**config.mk**
```make
export PLATFORM = sky130hd
export DESIGN_NAME = fieldbus_id_code_override
export DESIGN_NICKNAME = d
export VERILOG_FILES = /design/src/pkg/fieldbus_id_pkg.sv /design/src/rtl/fieldbus_id_code_override.sv
export VERILOG_INCLUDE_DIRS = /design/src /design/src/pkg
export SDC_FILE = /design/constraint.sdc
export NUM_CORES = 1
export LEC_CHECK = 0
export ABC_AREA = 1
export BUFFER_PORTS_ARGS = -buffer_cell sky130_fd_sc_hd__buf_2
export CORE_UTILIZATION = 35
export DETAILED_ROUTE_END_ITERATION = 6
export GPL_TIMING_DRIVEN = 0
export SETUP_SLACK_MARGIN = 0.2
export SYNTH_ARGS = -nofsm -noshare
export SYNTH_HDL_FRONTEND = slang
export SYNTH_SLANG_ARGS = --single-unit
```
**constraint.sdc**
```tcl
create_clock -name clk_i -period 2.55 [get_ports clk_i]
set_clock_uncertainty 0.15 [all_clocks]
set_input_delay 0.1275 -clock clk_i [delete_from_list [all_inputs] [get_ports clk_i]]
set_output_delay 0.1275 -clock clk_i [all_outputs]
set_load 0.05 [all_outputs]
```
**src/pkg/fieldbus_id_cfg.svh**
```systemverilog
// Offsets, field positions, reset values and timing of the ID override block
`ifndef FIELDBUS_ID_CFG_SVH
`define FIELDBUS_ID_CFG_SVH
// Register indices; byte address is four times the index
`define IDX_LENGTH_WATCHDOG 4'h5
`define IDX_SOURCE_SELECT 4'h6
`define IDX_DEVICE_CODE 4'h7
`define IDX_ID_STATUS 4'h8
// Reset values
`define RST_LENGTH_WATCHDOG 8'h00
`define RST_SOURCE_SELECT 8'h00
`define RST_DEVICE_CODE 8'h00
// Field positions, length/watchdog setup
`define LW_LEN_HI 7
`define LW_LEN_LO 3
`define LW_WD_HI 1
`define LW_WD_LO 0
// Field positions, source select setup
`define SS_CODE_SEL 6
`define SS_PIN_FUNC 5
`define SS_MODE_HI 4
`define SS_MODE_LO 2
`define SS_MODE_OVR 1
`define SS_LEN_SEL 0
// Field positions, status word
`define ST_LOCKED 13
`define ST_LEN_RSVD 14
`define ST_STATUS_ERROR_INPUT 15
`define ST_BITS_LO 16
// Timing
`define CLK_PERIOD_NS 5
`define IO_ERR_FILTER_MS 270
`define PROC_WD_FILTER_NS 2500
`endif

```
**src/pkg/fieldbus_id_pkg.sv**
```systemverilog
// Types shared by the ID override block
package fieldbus_id_pkg;
  typedef logic [12:0] id_code_t;
  typedef logic [9:0] len_bits_t;
  typedef enum logic {PIN_IO_ERROR, PIN_PROC_WATCHDOG} pin_func_t;
endpackage

```
**src/rtl/fieldbus_id_code_override.sv**
```systemverilog
// ID code source selection with Wishbone setup registers
// Summary of operation
// [RULE_01] Length entry comes from length strap pins by default.
// [RULE_02] Software length used only while length source select is 1.
// [RULE_03] Override length bits 12..8 come from setup one bits 7..3.
// [RULE_04] Length codes 00000..01111 decode to words, nibble, bytes, bits. The code flags 01010 and 01100 as reserved.
// [RULE_05] Length codes 10000..10111 decode to words; 11xxx reserved. The code also flags 10000 as reserved.
// [RULE_06] Software programs the whole slave length, expansion included.
// [RULE_07] Code source select is bit 6, qualified by length select.
// [RULE_08] Mode override replaces mode straps with setup two bits 4..2.
// [RULE_09] Processor modes size registers from the mode table selection.
// [RULE_10] Bit 5 picks status pin: 270 ms error or 2.5 us watchdog.
// [RULE_11] Bit 5 is copied to the message bit for the master.
// [RULE_12] Both selects set: low ID byte from register 7, straps ignored.
// [RULE_13] Code override is active only while length select is set.
// [RULE_14] Code register bits 7..0 map onto ID bits 7..0.
// [RULE_15] Device code comes from code straps until override enabled.
// [RULE_16] Software sets bits 0 and 1 for internal identification.
// [RULE_17] Software overrides only before the first ID cycle.
// [RULE_18] Software writes registers 5 and 7 before register 6.
// [RULE_19] One write to register 6 after reset, then setup is locked.
// [RULE_20] Register 5 also holds the bus watchdog time in its low bits.
`include "fieldbus_id_cfg.svh"
`timescale 1ns/100ps
`default_nettype none
module fieldbus_id_code_override
#(
  parameter int unsigned IO_ERR_FILTER_CYCLES =
    `IO_ERR_FILTER_MS * 1000000 / `CLK_PERIOD_NS
)
(
  // Clock and reset
  input wire logic clk_i,
  input wire logic rst_i,
  // Wishbone slave
  input wire logic cyc_i,
  input wire logic stb_i,
  input wire logic we_i,
  input wire logic [5:2] adr_i,
  input wire logic [3:0] sel_i,
  input wire logic [31:0] dat_i,
  output logic [31:0] dat_o,
  output logic ack_o,
  // Strap and status pins
  input wire logic [4:0] length_strap_pins_i,
  input wire logic [7:0] code_strap_pins_i,
  input wire logic [3:0] mode_strap_pins_i,
  input wire logic status_error_input_i,
  // Identification towards the bus master
  output fieldbus_id_pkg::id_code_t id_code_o,
  output fieldbus_id_pkg::len_bits_t length_bits_o,
  output logic length_reserved_o,
  output logic message_bit_o,
  // Chip configuration
  output logic mode_table_override_o,
  output logic [2:0] mode_table_selection_o,
  output logic [3:0] mode_code_o,
  output logic [1:0] bus_watchdog_sel_o,
  output fieldbus_id_pkg::pin_func_t pin_function_o,
  output logic status_error_o,
  output logic setup_locked_o
);
  localparam int unsigned PROC_WD_FILTER_CYCLES =
    `PROC_WD_FILTER_NS / `CLK_PERIOD_NS;

  logic [7:0] length_watchdog_setup;
  logic [7:0] source_select_setup;
  logic [7:0] device_code_override;
  logic locked;
  logic [4:0] len_meta, len_sync;
  logic [7:0] code_meta, code_sync;
  logic [3:0] mode_meta, mode_sync;
  logic stat_meta, stat_sync;
  logic [25:0] filt_cnt;
  logic [25:0] filt_limit;
  logic wb_req;
  logic wb_wr;
  logic len_sel;
  logic code_sel;
  logic [10:0] next_bits;

  // Decoded length in bits; top bit flags a reserved code
  function automatic logic [10:0] decode_len(input logic [4:0] c);
    logic [10:0] r;
    r = 11'h000;
    unique case (c)
      5'h00, 5'h01, 5'h02, 5'h03, 5'h04, 5'h05:
        r = {2'b00, c, 4'h0};
      5'h06: r = 11'h080;
      5'h07: r = 11'h090;
      5'h08: r = 11'h004;
      5'h09: r = 11'h008;
      5'h0b: r = 11'h018;
      5'h0d: r = 11'h002;
      5'h0e: r = 11'h060;
      5'h0f: r = 11'h070;
      5'h11: r = 11'h1a0;
      5'h12: r = 11'h100;
      5'h13: r = 11'h180;
      5'h14: r = 11'h200;
      5'h15: r = 11'h0a0;
      5'h16: r = 11'h0c0;
      5'h17: r = 11'h0e0;
      default: r = 11'h400;
    endcase
    return r;
  endfunction

  assign wb_req = cyc_i && stb_i && !ack_o;
  assign wb_wr = wb_req && we_i && sel_i[0];
  assign len_sel = source_select_setup[`SS_LEN_SEL];
  // Code select means nothing without length select
  assign code_sel =
    source_select_setup[`SS_CODE_SEL] && len_sel; // RULE_07 RULE_13

  // Strap and pin synchronisers
  always_ff @(posedge clk_i)
  begin
    len_meta <= length_strap_pins_i;
    len_sync <= len_meta;
    code_meta <= code_strap_pins_i;
    code_sync <= code_meta;
    mode_meta <= mode_strap_pins_i;
    mode_sync <= mode_meta;
    stat_meta <= status_error_input_i;
    stat_sync <= stat_meta;
  end

  // Bus handshake: one wait state, ack drops the cycle after
  always_ff @(posedge clk_i)
  begin
    if (rst_i)
      ack_o <= 1'b0;
    else
      ack_o <= wb_req;
  end

  // Setup registers; locked after the first source select write
  always_ff @(posedge clk_i)
  begin
    if (rst_i)
    begin
      length_watchdog_setup <= `RST_LENGTH_WATCHDOG;
      source_select_setup <= `RST_SOURCE_SELECT;
      device_code_override <= `RST_DEVICE_CODE;
      locked <= 1'b0;
    end
    else if (wb_wr && !locked) // RULE_19
    begin
      if (adr_i == `IDX_LENGTH_WATCHDOG)
        length_watchdog_setup <= dat_i[7:0]; // RULE_20
      if (adr_i == `IDX_DEVICE_CODE)
        device_code_override <= dat_i[7:0];
      if (adr_i == `IDX_SOURCE_SELECT)
      begin
        source_select_setup <= dat_i[7:0];
        locked <= 1'b1; // RULE_19
      end
    end
  end

  // Read data; setup registers are write only and read as zero
  always_ff @(posedge clk_i)
  begin
    if (rst_i)
      dat_o <= 32'h0000_0000;
    else if (wb_req && !we_i && adr_i == `IDX_ID_STATUS)
    begin
      dat_o <= 32'h0000_0000;
      dat_o[12:0] <= id_code_o;
      dat_o[`ST_LOCKED] <= locked;
      dat_o[`ST_LEN_RSVD] <= length_reserved_o;
      dat_o[`ST_STATUS_ERROR_INPUT] <= status_error_o;
      dat_o[`ST_BITS_LO +: 10] <= length_bits_o;
    end
    else
      dat_o <= 32'h0000_0000;
  end

  // Effective identification code
  always_ff @(posedge clk_i)
  begin
    if (rst_i)
      id_code_o <= 13'h0000;
    else
    begin
      if (len_sel)
        id_code_o[12:8] <=
          length_watchdog_setup[`LW_LEN_HI:`LW_LEN_LO]; // RULE_02 RULE_03
      else
        id_code_o[12:8] <= len_sync; // RULE_01
      if (code_sel)
        id_code_o[7:0] <= device_code_override; // RULE_12 RULE_14
      else
        id_code_o[7:0] <= code_sync; // RULE_15
    end
  end

  assign next_bits = decode_len(id_code_o[12:8]); // RULE_04 RULE_05

  // Length interpretation of the active code
  always_ff @(posedge clk_i)
  begin
    if (rst_i)
    begin
      length_bits_o <= 10'h000;
      length_reserved_o <= 1'b0;
    end
    else
    begin
      length_bits_o <= next_bits[9:0];
      length_reserved_o <= next_bits[10];
    end
  end

  // Mode table, watchdog time and pin function
  always_ff @(posedge clk_i)
  begin
    if (rst_i)
    begin
      mode_table_override_o <= 1'b0;
      mode_table_selection_o <= 3'h0;
      mode_code_o <= 4'h0;
      bus_watchdog_sel_o <= 2'h0;
      message_bit_o <= 1'b0;
      pin_function_o <= fieldbus_id_pkg::PIN_IO_ERROR;
    end
    else
    begin
      mode_table_override_o <= source_select_setup[`SS_MODE_OVR];
      mode_table_selection_o <=
        source_select_setup[`SS_MODE_HI:`SS_MODE_LO]; // RULE_09
      // Straps are cut off while the table is overridden
      if (source_select_setup[`SS_MODE_OVR])
        mode_code_o <= 4'h0; // RULE_08
      else
        mode_code_o <= mode_sync;
      bus_watchdog_sel_o <= length_watchdog_setup[`LW_WD_HI:`LW_WD_LO];
      message_bit_o <= source_select_setup[`SS_PIN_FUNC]; // RULE_11
      pin_function_o <= fieldbus_id_pkg::pin_func_t'(
        source_select_setup[`SS_PIN_FUNC]); // RULE_10
    end
  end

  // Status pin filter: output follows only after a stable input
  assign filt_limit = source_select_setup[`SS_PIN_FUNC] ?
    26'(PROC_WD_FILTER_CYCLES) : 26'(IO_ERR_FILTER_CYCLES); // RULE_10

  always_ff @(posedge clk_i)
  begin
    if (rst_i)
    begin
      filt_cnt <= 26'h0000000;
      status_error_o <= 1'b0;
    end
    else if (stat_sync == status_error_o)
      filt_cnt <= 26'h0000000;
    else if (filt_cnt >= filt_limit - 26'h0000001)
    begin
      filt_cnt <= 26'h0000000;
      status_error_o <= stat_sync; // RULE_10
    end
    else
      filt_cnt <= filt_cnt + 26'h0000001;
  end

  assign setup_locked_o = locked;
endmodule
`default_nettype wire

```
# Word-level counts from Yosys, hierarchy flattened
# Cells that the tools add are included.
[totals]
ff_bits = 155
latchBits = 0
mem_bits_rw = 0
romBits = 0
inputBits = 63
output_inout_bits = 71
elab_cells = 79
n_memories = 0
[classes]
n_addsub = 2
multipliers = 0
n_div = 0
order_cmp = 1
eq_ne = 25
shift = 0
n_mux = 4
bitwise_logic = 2
n_reduce_logical = 20
[op_table]
columns = ["cell", "count"]
rows = [
  ["$pmux 11 s16", 1],
  ["$eq 5x5->1 const B", 7],
  ["$eq 5x4->1 const B", 6],
  ["$add 26x1->26 const B", 1],
  ["$ge 26x26->1", 1],
  ["$mux 26", 1],
  ["$sub 26x1->26 const B", 1],
  ["$eq 5x3->1 const B", 4],
  ["$eq 4x3->1 const B", 3],
  ["$eq 5x2->1 const B", 2],
  ["$logic_and 1x1->1", 8],
  ["$mux 8", 1],
  ["$reduce_and 2->1", 4],
  ["$reduce_or 6->1", 1],
  ["$eq 5x1->1 const B", 1],
  ["$logic_not 5->1", 1],
  ["$mux 5", 1],
  ["$eq 4x4->1 const B", 1],
  ["$reduce_or 2->1", 2],
  ["$logic_not 1->1", 3],
  ["$reduce_or 3->1", 1],
  ["$not 1->1", 2],
  ["$eq 1x1->1", 1],
]

# Depth between registers and ports, before layout
[logic_depth]
word_depth = 6
depth_mapped = 12

# Worst setup path before layout
# OpenSTA, ideal clock, no wires.
[synth_timing]
path_kind = "reg-to-reg"
startpoint = "register source_select_setup[5]"
endpoint = "register filt_cnt[21]"
arrival_ns = 1.700
required_ns = 2.334
setup_slack_ns = 0.634
path_stages_with_launch = 10
path_buffers = 1
synth_period_minus_slack_ns = 1.916
path_cell_list = "dfxtp_1 > ha_1 > nand2_1 > inv_1 > nand2_1 > nand2_1 > a21oi_2 > nand4_4 > buf_6 > a21oi_2"
[synth_via]
elab_chain_len = 4
[synth_rtl]
columns = ["item", "line_no", "text"]
rows = [
  ["from (decl)", "fieldbus_id_code_override.sv:67", "logic [7:0] source_select_setup;"],
  ["from (signal assigned)", "fieldbus_id_code_override.sv:144", "source_select_setup <= `RST_SOURCE_SELECT;"],
  ["from (signal assigned)", "fieldbus_id_code_override.sv:156", "source_select_setup <= dat_i[7:0];"],
  ["$mux 26", "fieldbus_id_code_override.sv:246", "assign filt_limit = source_select_setup[`SS_PIN_FUNC] ?"],
  ["$sub 26x1->26", "fieldbus_id_code_override.sv:258", "else if (filt_cnt >= filt_limit - 26'h0000001)"],
  ["$ge 26x26->1", "fieldbus_id_code_override.sv:258", ""],
  ["$reduce_or 3->1 (no source line)", "-", ""],
  ["to (signal assigned)", "fieldbus_id_code_override.sv:264", "filt_cnt <= filt_cnt + 26'h0000001;"],
  ["to (decl)", "fieldbus_id_code_override.sv:74", "logic [25:0] filt_cnt;"],
]
# Every way passes these cells.
# A chain may end at the register's enable or synchronous reset.

# Worst setup path in the final report
[layout_timing]
startpoint = "register locked (netlist: setup_locked_o)"
endpoint = "register source_select_setup[6]"
[layout_via]
elab_chain_len = 3
[layout_rtl]
columns = ["item", "line_no", "text"]
rows = [
  ["from (decl)", "fieldbus_id_code_override.sv:69", "logic locked;"],
  ["from (signal assigned)", "fieldbus_id_code_override.sv:146", "locked <= 1'b0;"],
  ["from (signal assigned)", "fieldbus_id_code_override.sv:157", "locked <= 1'b1;"],
  ["$logic_not 1->1", "fieldbus_id_code_override.sv:148", "else if (wb_wr && !locked)"],
  ["$logic_and 1x1->1", "fieldbus_id_code_override.sv:148", ""],
  ["$reduce_and 2->1 (no source line)", "-", ""],
]
# Every way passes these cells.

==> flow_summary.json <==
{
  "wl_per_cell_um": 12.17,
  "min_period_ps": 2269,
  "period_share": 0.8898,
  "ys_seq_area_frac": 0.5475,
  "max_slew_margin": 0.6349,
  "htreeDepth": 4,
  "critPathKind": "flip-flop to flip-flop",
  "root_buffer": "clkbuf_16",
  "synthCells": 629,
  "multiInputGateArea_um2": 1967,
  "critPathArrivalTime_ps": 2470,
  "preCtsSetupSlack_ps": 108.3,
  "register_area_um2": 2924,
  "routed_wirelength_um": 11930,
  "cap_violations": 0,
  "synthFlopType": "dfxtp_1",
  "area_delta_synth_final_pct": 31.15,
  "cp-start-kind": "flip-flop",
  "placed_area_um2": 6086,
  "required_ps": 2750,
  "antenna_found_initial": 0,
  "fin_setup_tns_ps": 0,
  "drive_gt1_frac": 0.2133,
  "synthTopCellsByArea": "dfxtp_1 55%, nor2_1 6.5%, inv_1 6.0%",
  "r2r_slack_ps": 280,
  "worstMarginPinSlew_ps": 547.6,
  "ir_worst_vdd_mv": 0.4758,
  "syn_area_um2": 5339,
  "place_congestion": 0.8244,
  "post-synth-top-area-cell": "dfxtp_1",
  "route.detailed.drc": 4,
  "die-area_um2": 15750,
  "antenna_cells": 0,
  "ys_async_sr_fraction": 0,
  "clkLatencyLatePin_ps": 410,
  "fmax_ghz": 0.4407,
  "syn-mean-instance-area_um2": 8.488,
  "io_pins": 134,
  "end_kind": "flip-flop",
  "yosys_warnings": 0,
  "hold_violations": 0,
  "r2r-start": "setup_locked_o$_SDFFE_PP0P_",
  "setup_ws_ps": 281.1,
  "grt_pass1_wl_um": 19600,
  "power.density_nw_per_um2": 730.8,
  "cts_buffer_depth": 2,
  "num_vias": 4373,
  "min_path_cells": 4,
  "worstReg2RegEnd": "source_select_setup[6]$_SDFFE_PP0P_",
  "violations": "design-rule violations",
  "cp_max_fo": 5,
  "hold_start": "adr_i[3]",
  "status": "finished with violations",
  "core_um2": 14700,
  "setup-violations-final": 0,
  "ys_ff_latch": 146,
  "cts_tree": "built",
  "finalInstanceArea_um2": 7002,
  "post_cts_buffers": 0,
  "grt_overflow": 0,
  "fp.dieH_um": 125.5,
  "io_buffers": 98,
  "dp_hpwl_um": 8719,
  "grt_pass1_vias": 4103,
  "yosys.cell_types.count": 38,
  "leakage_nw": 3.108,
  "maxSlewViolCount": 0,
  "cts_sinks": 146,
  "synth_edf_count": 0,
  "vias_per_cell": 4.458,
  "dr.pass1.iters": 7,
  "whs_ps": 50.85,
  "whs_endpoint": "device_code_override[2]$_SDFFE_PP0P_",
  "grt_max_degree": 17,
  "rsz0062_at_grt": "yes",
  "yosysTopAreaCellShare": 0.5475,
  "clkTransAtPathRegs_ps": 60,
  "grt_usage": 0.1599,
  "ant_nets": 0,
  "final_nets": 864,
  "nFillCells": 1467,
  "cts_made_buffers": 17,
  "dieWidth_um": 125.5,
  "row_count": 44,
  "drt_iter0_drc": 234,
  "hold_class": "input port to flip-flop",
  "fin_util": 0.4763,
  "initial_core_util": 0.3632,
  "reg2reg_depth": 7
}
## synth_stat cells, types with 2 or more instances
| cell type | instances |
|---|---|
| buf_6 | 2 |
| xor2_1 | 7 |
| nand4_1 | 14 |
| buf_2 | 5 |
| o21ai_0 | 40 |
| nor3_1 | 6 |
| ha_1 | 16 |
| nor2_2 | 6 |
| dfxtp_1 | 146 |
| nor2_1 | 93 |
| nand2_2 | 3 |
| nor4_1 | 3 |
| buf_1 | 2 |
| or2_0 | 2 |
| a21oi_2 | 5 |
| nor3_2 | 2 |
| inv_1 | 86 |
| nand3_1 | 20 |
| a21oi_1 | 48 |
| clkbuf_1 | 7 |
| xnor2_1 | 6 |
| nand3b_1 | 3 |
| buf_4 | 9 |
| nand2_1 | 84 |
## what timing repair did
item	4_1_cts	5_1_grt
resized for setup	1	2
setup endpoints to repair	20	2
hold buffers	32	0
hold endpoints to repair	42	0
## stage by stage
stage / cells / total power, mW
finish: 981 / 5.117
CTS: 981 / 5.173
detailed placement: 918 / 2.667
global placement: 918 / 2.666
floorplan: 636 / 2.585
global route: 981 / 5.317
## layout make-up
class	count	area share
buffer	26	0.02216
clock buffer	19	0.06326
clock inverter	12	0.02073
inverter	87	0.04664
multi-input combinational	377	0.2809
sequential	146	0.4176
tap	184	0.03288
timing repair buffer	130	0.1158
## state kept, by name (all words and copies together) (netlist names), 2 cells and up
register                cells
device_code_override        8
length_bits_o               9
mode_sync                   4
id_code_o                  13
len_meta                    5
source_select_setup         7
code_sync                   8
length_watchdog_setup       7
code_meta                   8
filt_cnt                   26
dat_o                      25
mode_table_selection_o      3
len_sync                    5
mode_meta                   4
mode_code_o                 4
bus_watchdog_sel_o          2
## layout by cell type, fill, tap and decap left out, types with 2 or more instances in the layout
| master | n |
|---|---|
| bufinv_16 | 2 |
| a21oi_1 | 48 |
| nor3_1 | 6 |
| ha_1 | 16 |
| nor2_1 | 93 |
| inv_1 | 86 |
| xor2_1 | 7 |
| nand3_1 | 20 |
| clkbuf_16 | 17 |
| clkbuf_1 | 8 |
| a21oi_2 | 5 |
| nand4_1 | 14 |
| buf_6 | 2 |
| dlygate4sd3_1 | 32 |
| buf_2 | 103 |
| or2_0 | 2 |
| nand3b_1 | 3 |
| nor2_4 | 2 |
| nand2_2 | 3 |
| nor4_1 | 3 |
| clkbuf_2 | 2 |
| nand2_1 | 84 |
| clkinv_4 | 2 |
| inv_6 | 5 |
| o21ai_0 | 40 |
| conb_1 | 8 |
| xnor2_1 | 6 |
| dfxtp_1 | 145 |
| nor3_2 | 2 |
| buf_4 | 9 |
| nor2_2 | 5 |
## layer usage
layer,GRT usage,share of wire,up-vias,wire (um)
li1,-,-,2302,-
met1,0.1975,0.47,1961,5661
met2,0.2654,0.47,103,5645
met3,0.04835,0.043,7,519
met4,0.05165,0.0090,0,108
met5,0,0,-,0
## critical path, cell delays in order, from the launching register on
cell and delay [ps]:
dfxtp_1 310, inv_1 90, nand3_1 120, nor2_4 200, nand3_1 90, dlygate4sd3_1 570
a21oi_1 130, dlygate4sd3_1 550
## power breakdown
part	total, mW	internal, mW	switching [mW]	leakage [nW]
sequential	2.36	2.33	0.0209	1.20
combinational	0.297	0.100	0.197	1.63
clock	2.46	1.48	0.980	0.287
total	5.12	3.92	1.20	3.11
## worst max-delay path by stage
| stage | slack [ps] | depth (start not counted) | startpoint | end |
|---|---|---|---|---|
| 2_1_floorplan | 630 | 9 | source_select_setup[5]$_SDFFE_PP0P_ | filt_cnt[21]$_SDFF_PP0_ |
| 3_3_place_gp | 120 | 9 | source_select_setup[5]$_SDFFE_PP0P_ | filt_cnt[24]$_SDFF_PP0_ |
| 3_5_place_dp | 110 | 9 | source_select_setup[5]$_SDFFE_PP0P_ | filt_cnt[8]$_SDFF_PP0_ |
| 4_1_cts | 240 | 6 | ack_o$_SDFF_PP0_ | source_select_setup[6]$_SDFFE_PP0P_ |
| 5_1_grt | 170 | 6 | ack_o$_SDFF_PP0_ | source_select_setup[6]$_SDFFE_PP0P_ |
| 6_report | 280 | 7 | setup_locked_o$_SDFFE_PP0P_ | source_select_setup[6]$_SDFFE_PP0P_ |
## logic make-up after synthesis
group,Yosys count,share of synthesized area
adder cells (fa/ha/maj),16,0.03750
buffers and inverters,113,0.08999
AO/OA/AOI/OAI,97,0.09632
XOR/XNOR,13,0.02133
flip-flops,146,0.5475
other,1,0.0007024
AND/OR/NAND/NOR,243,0.2067
(Power assumes the default switching activity.)
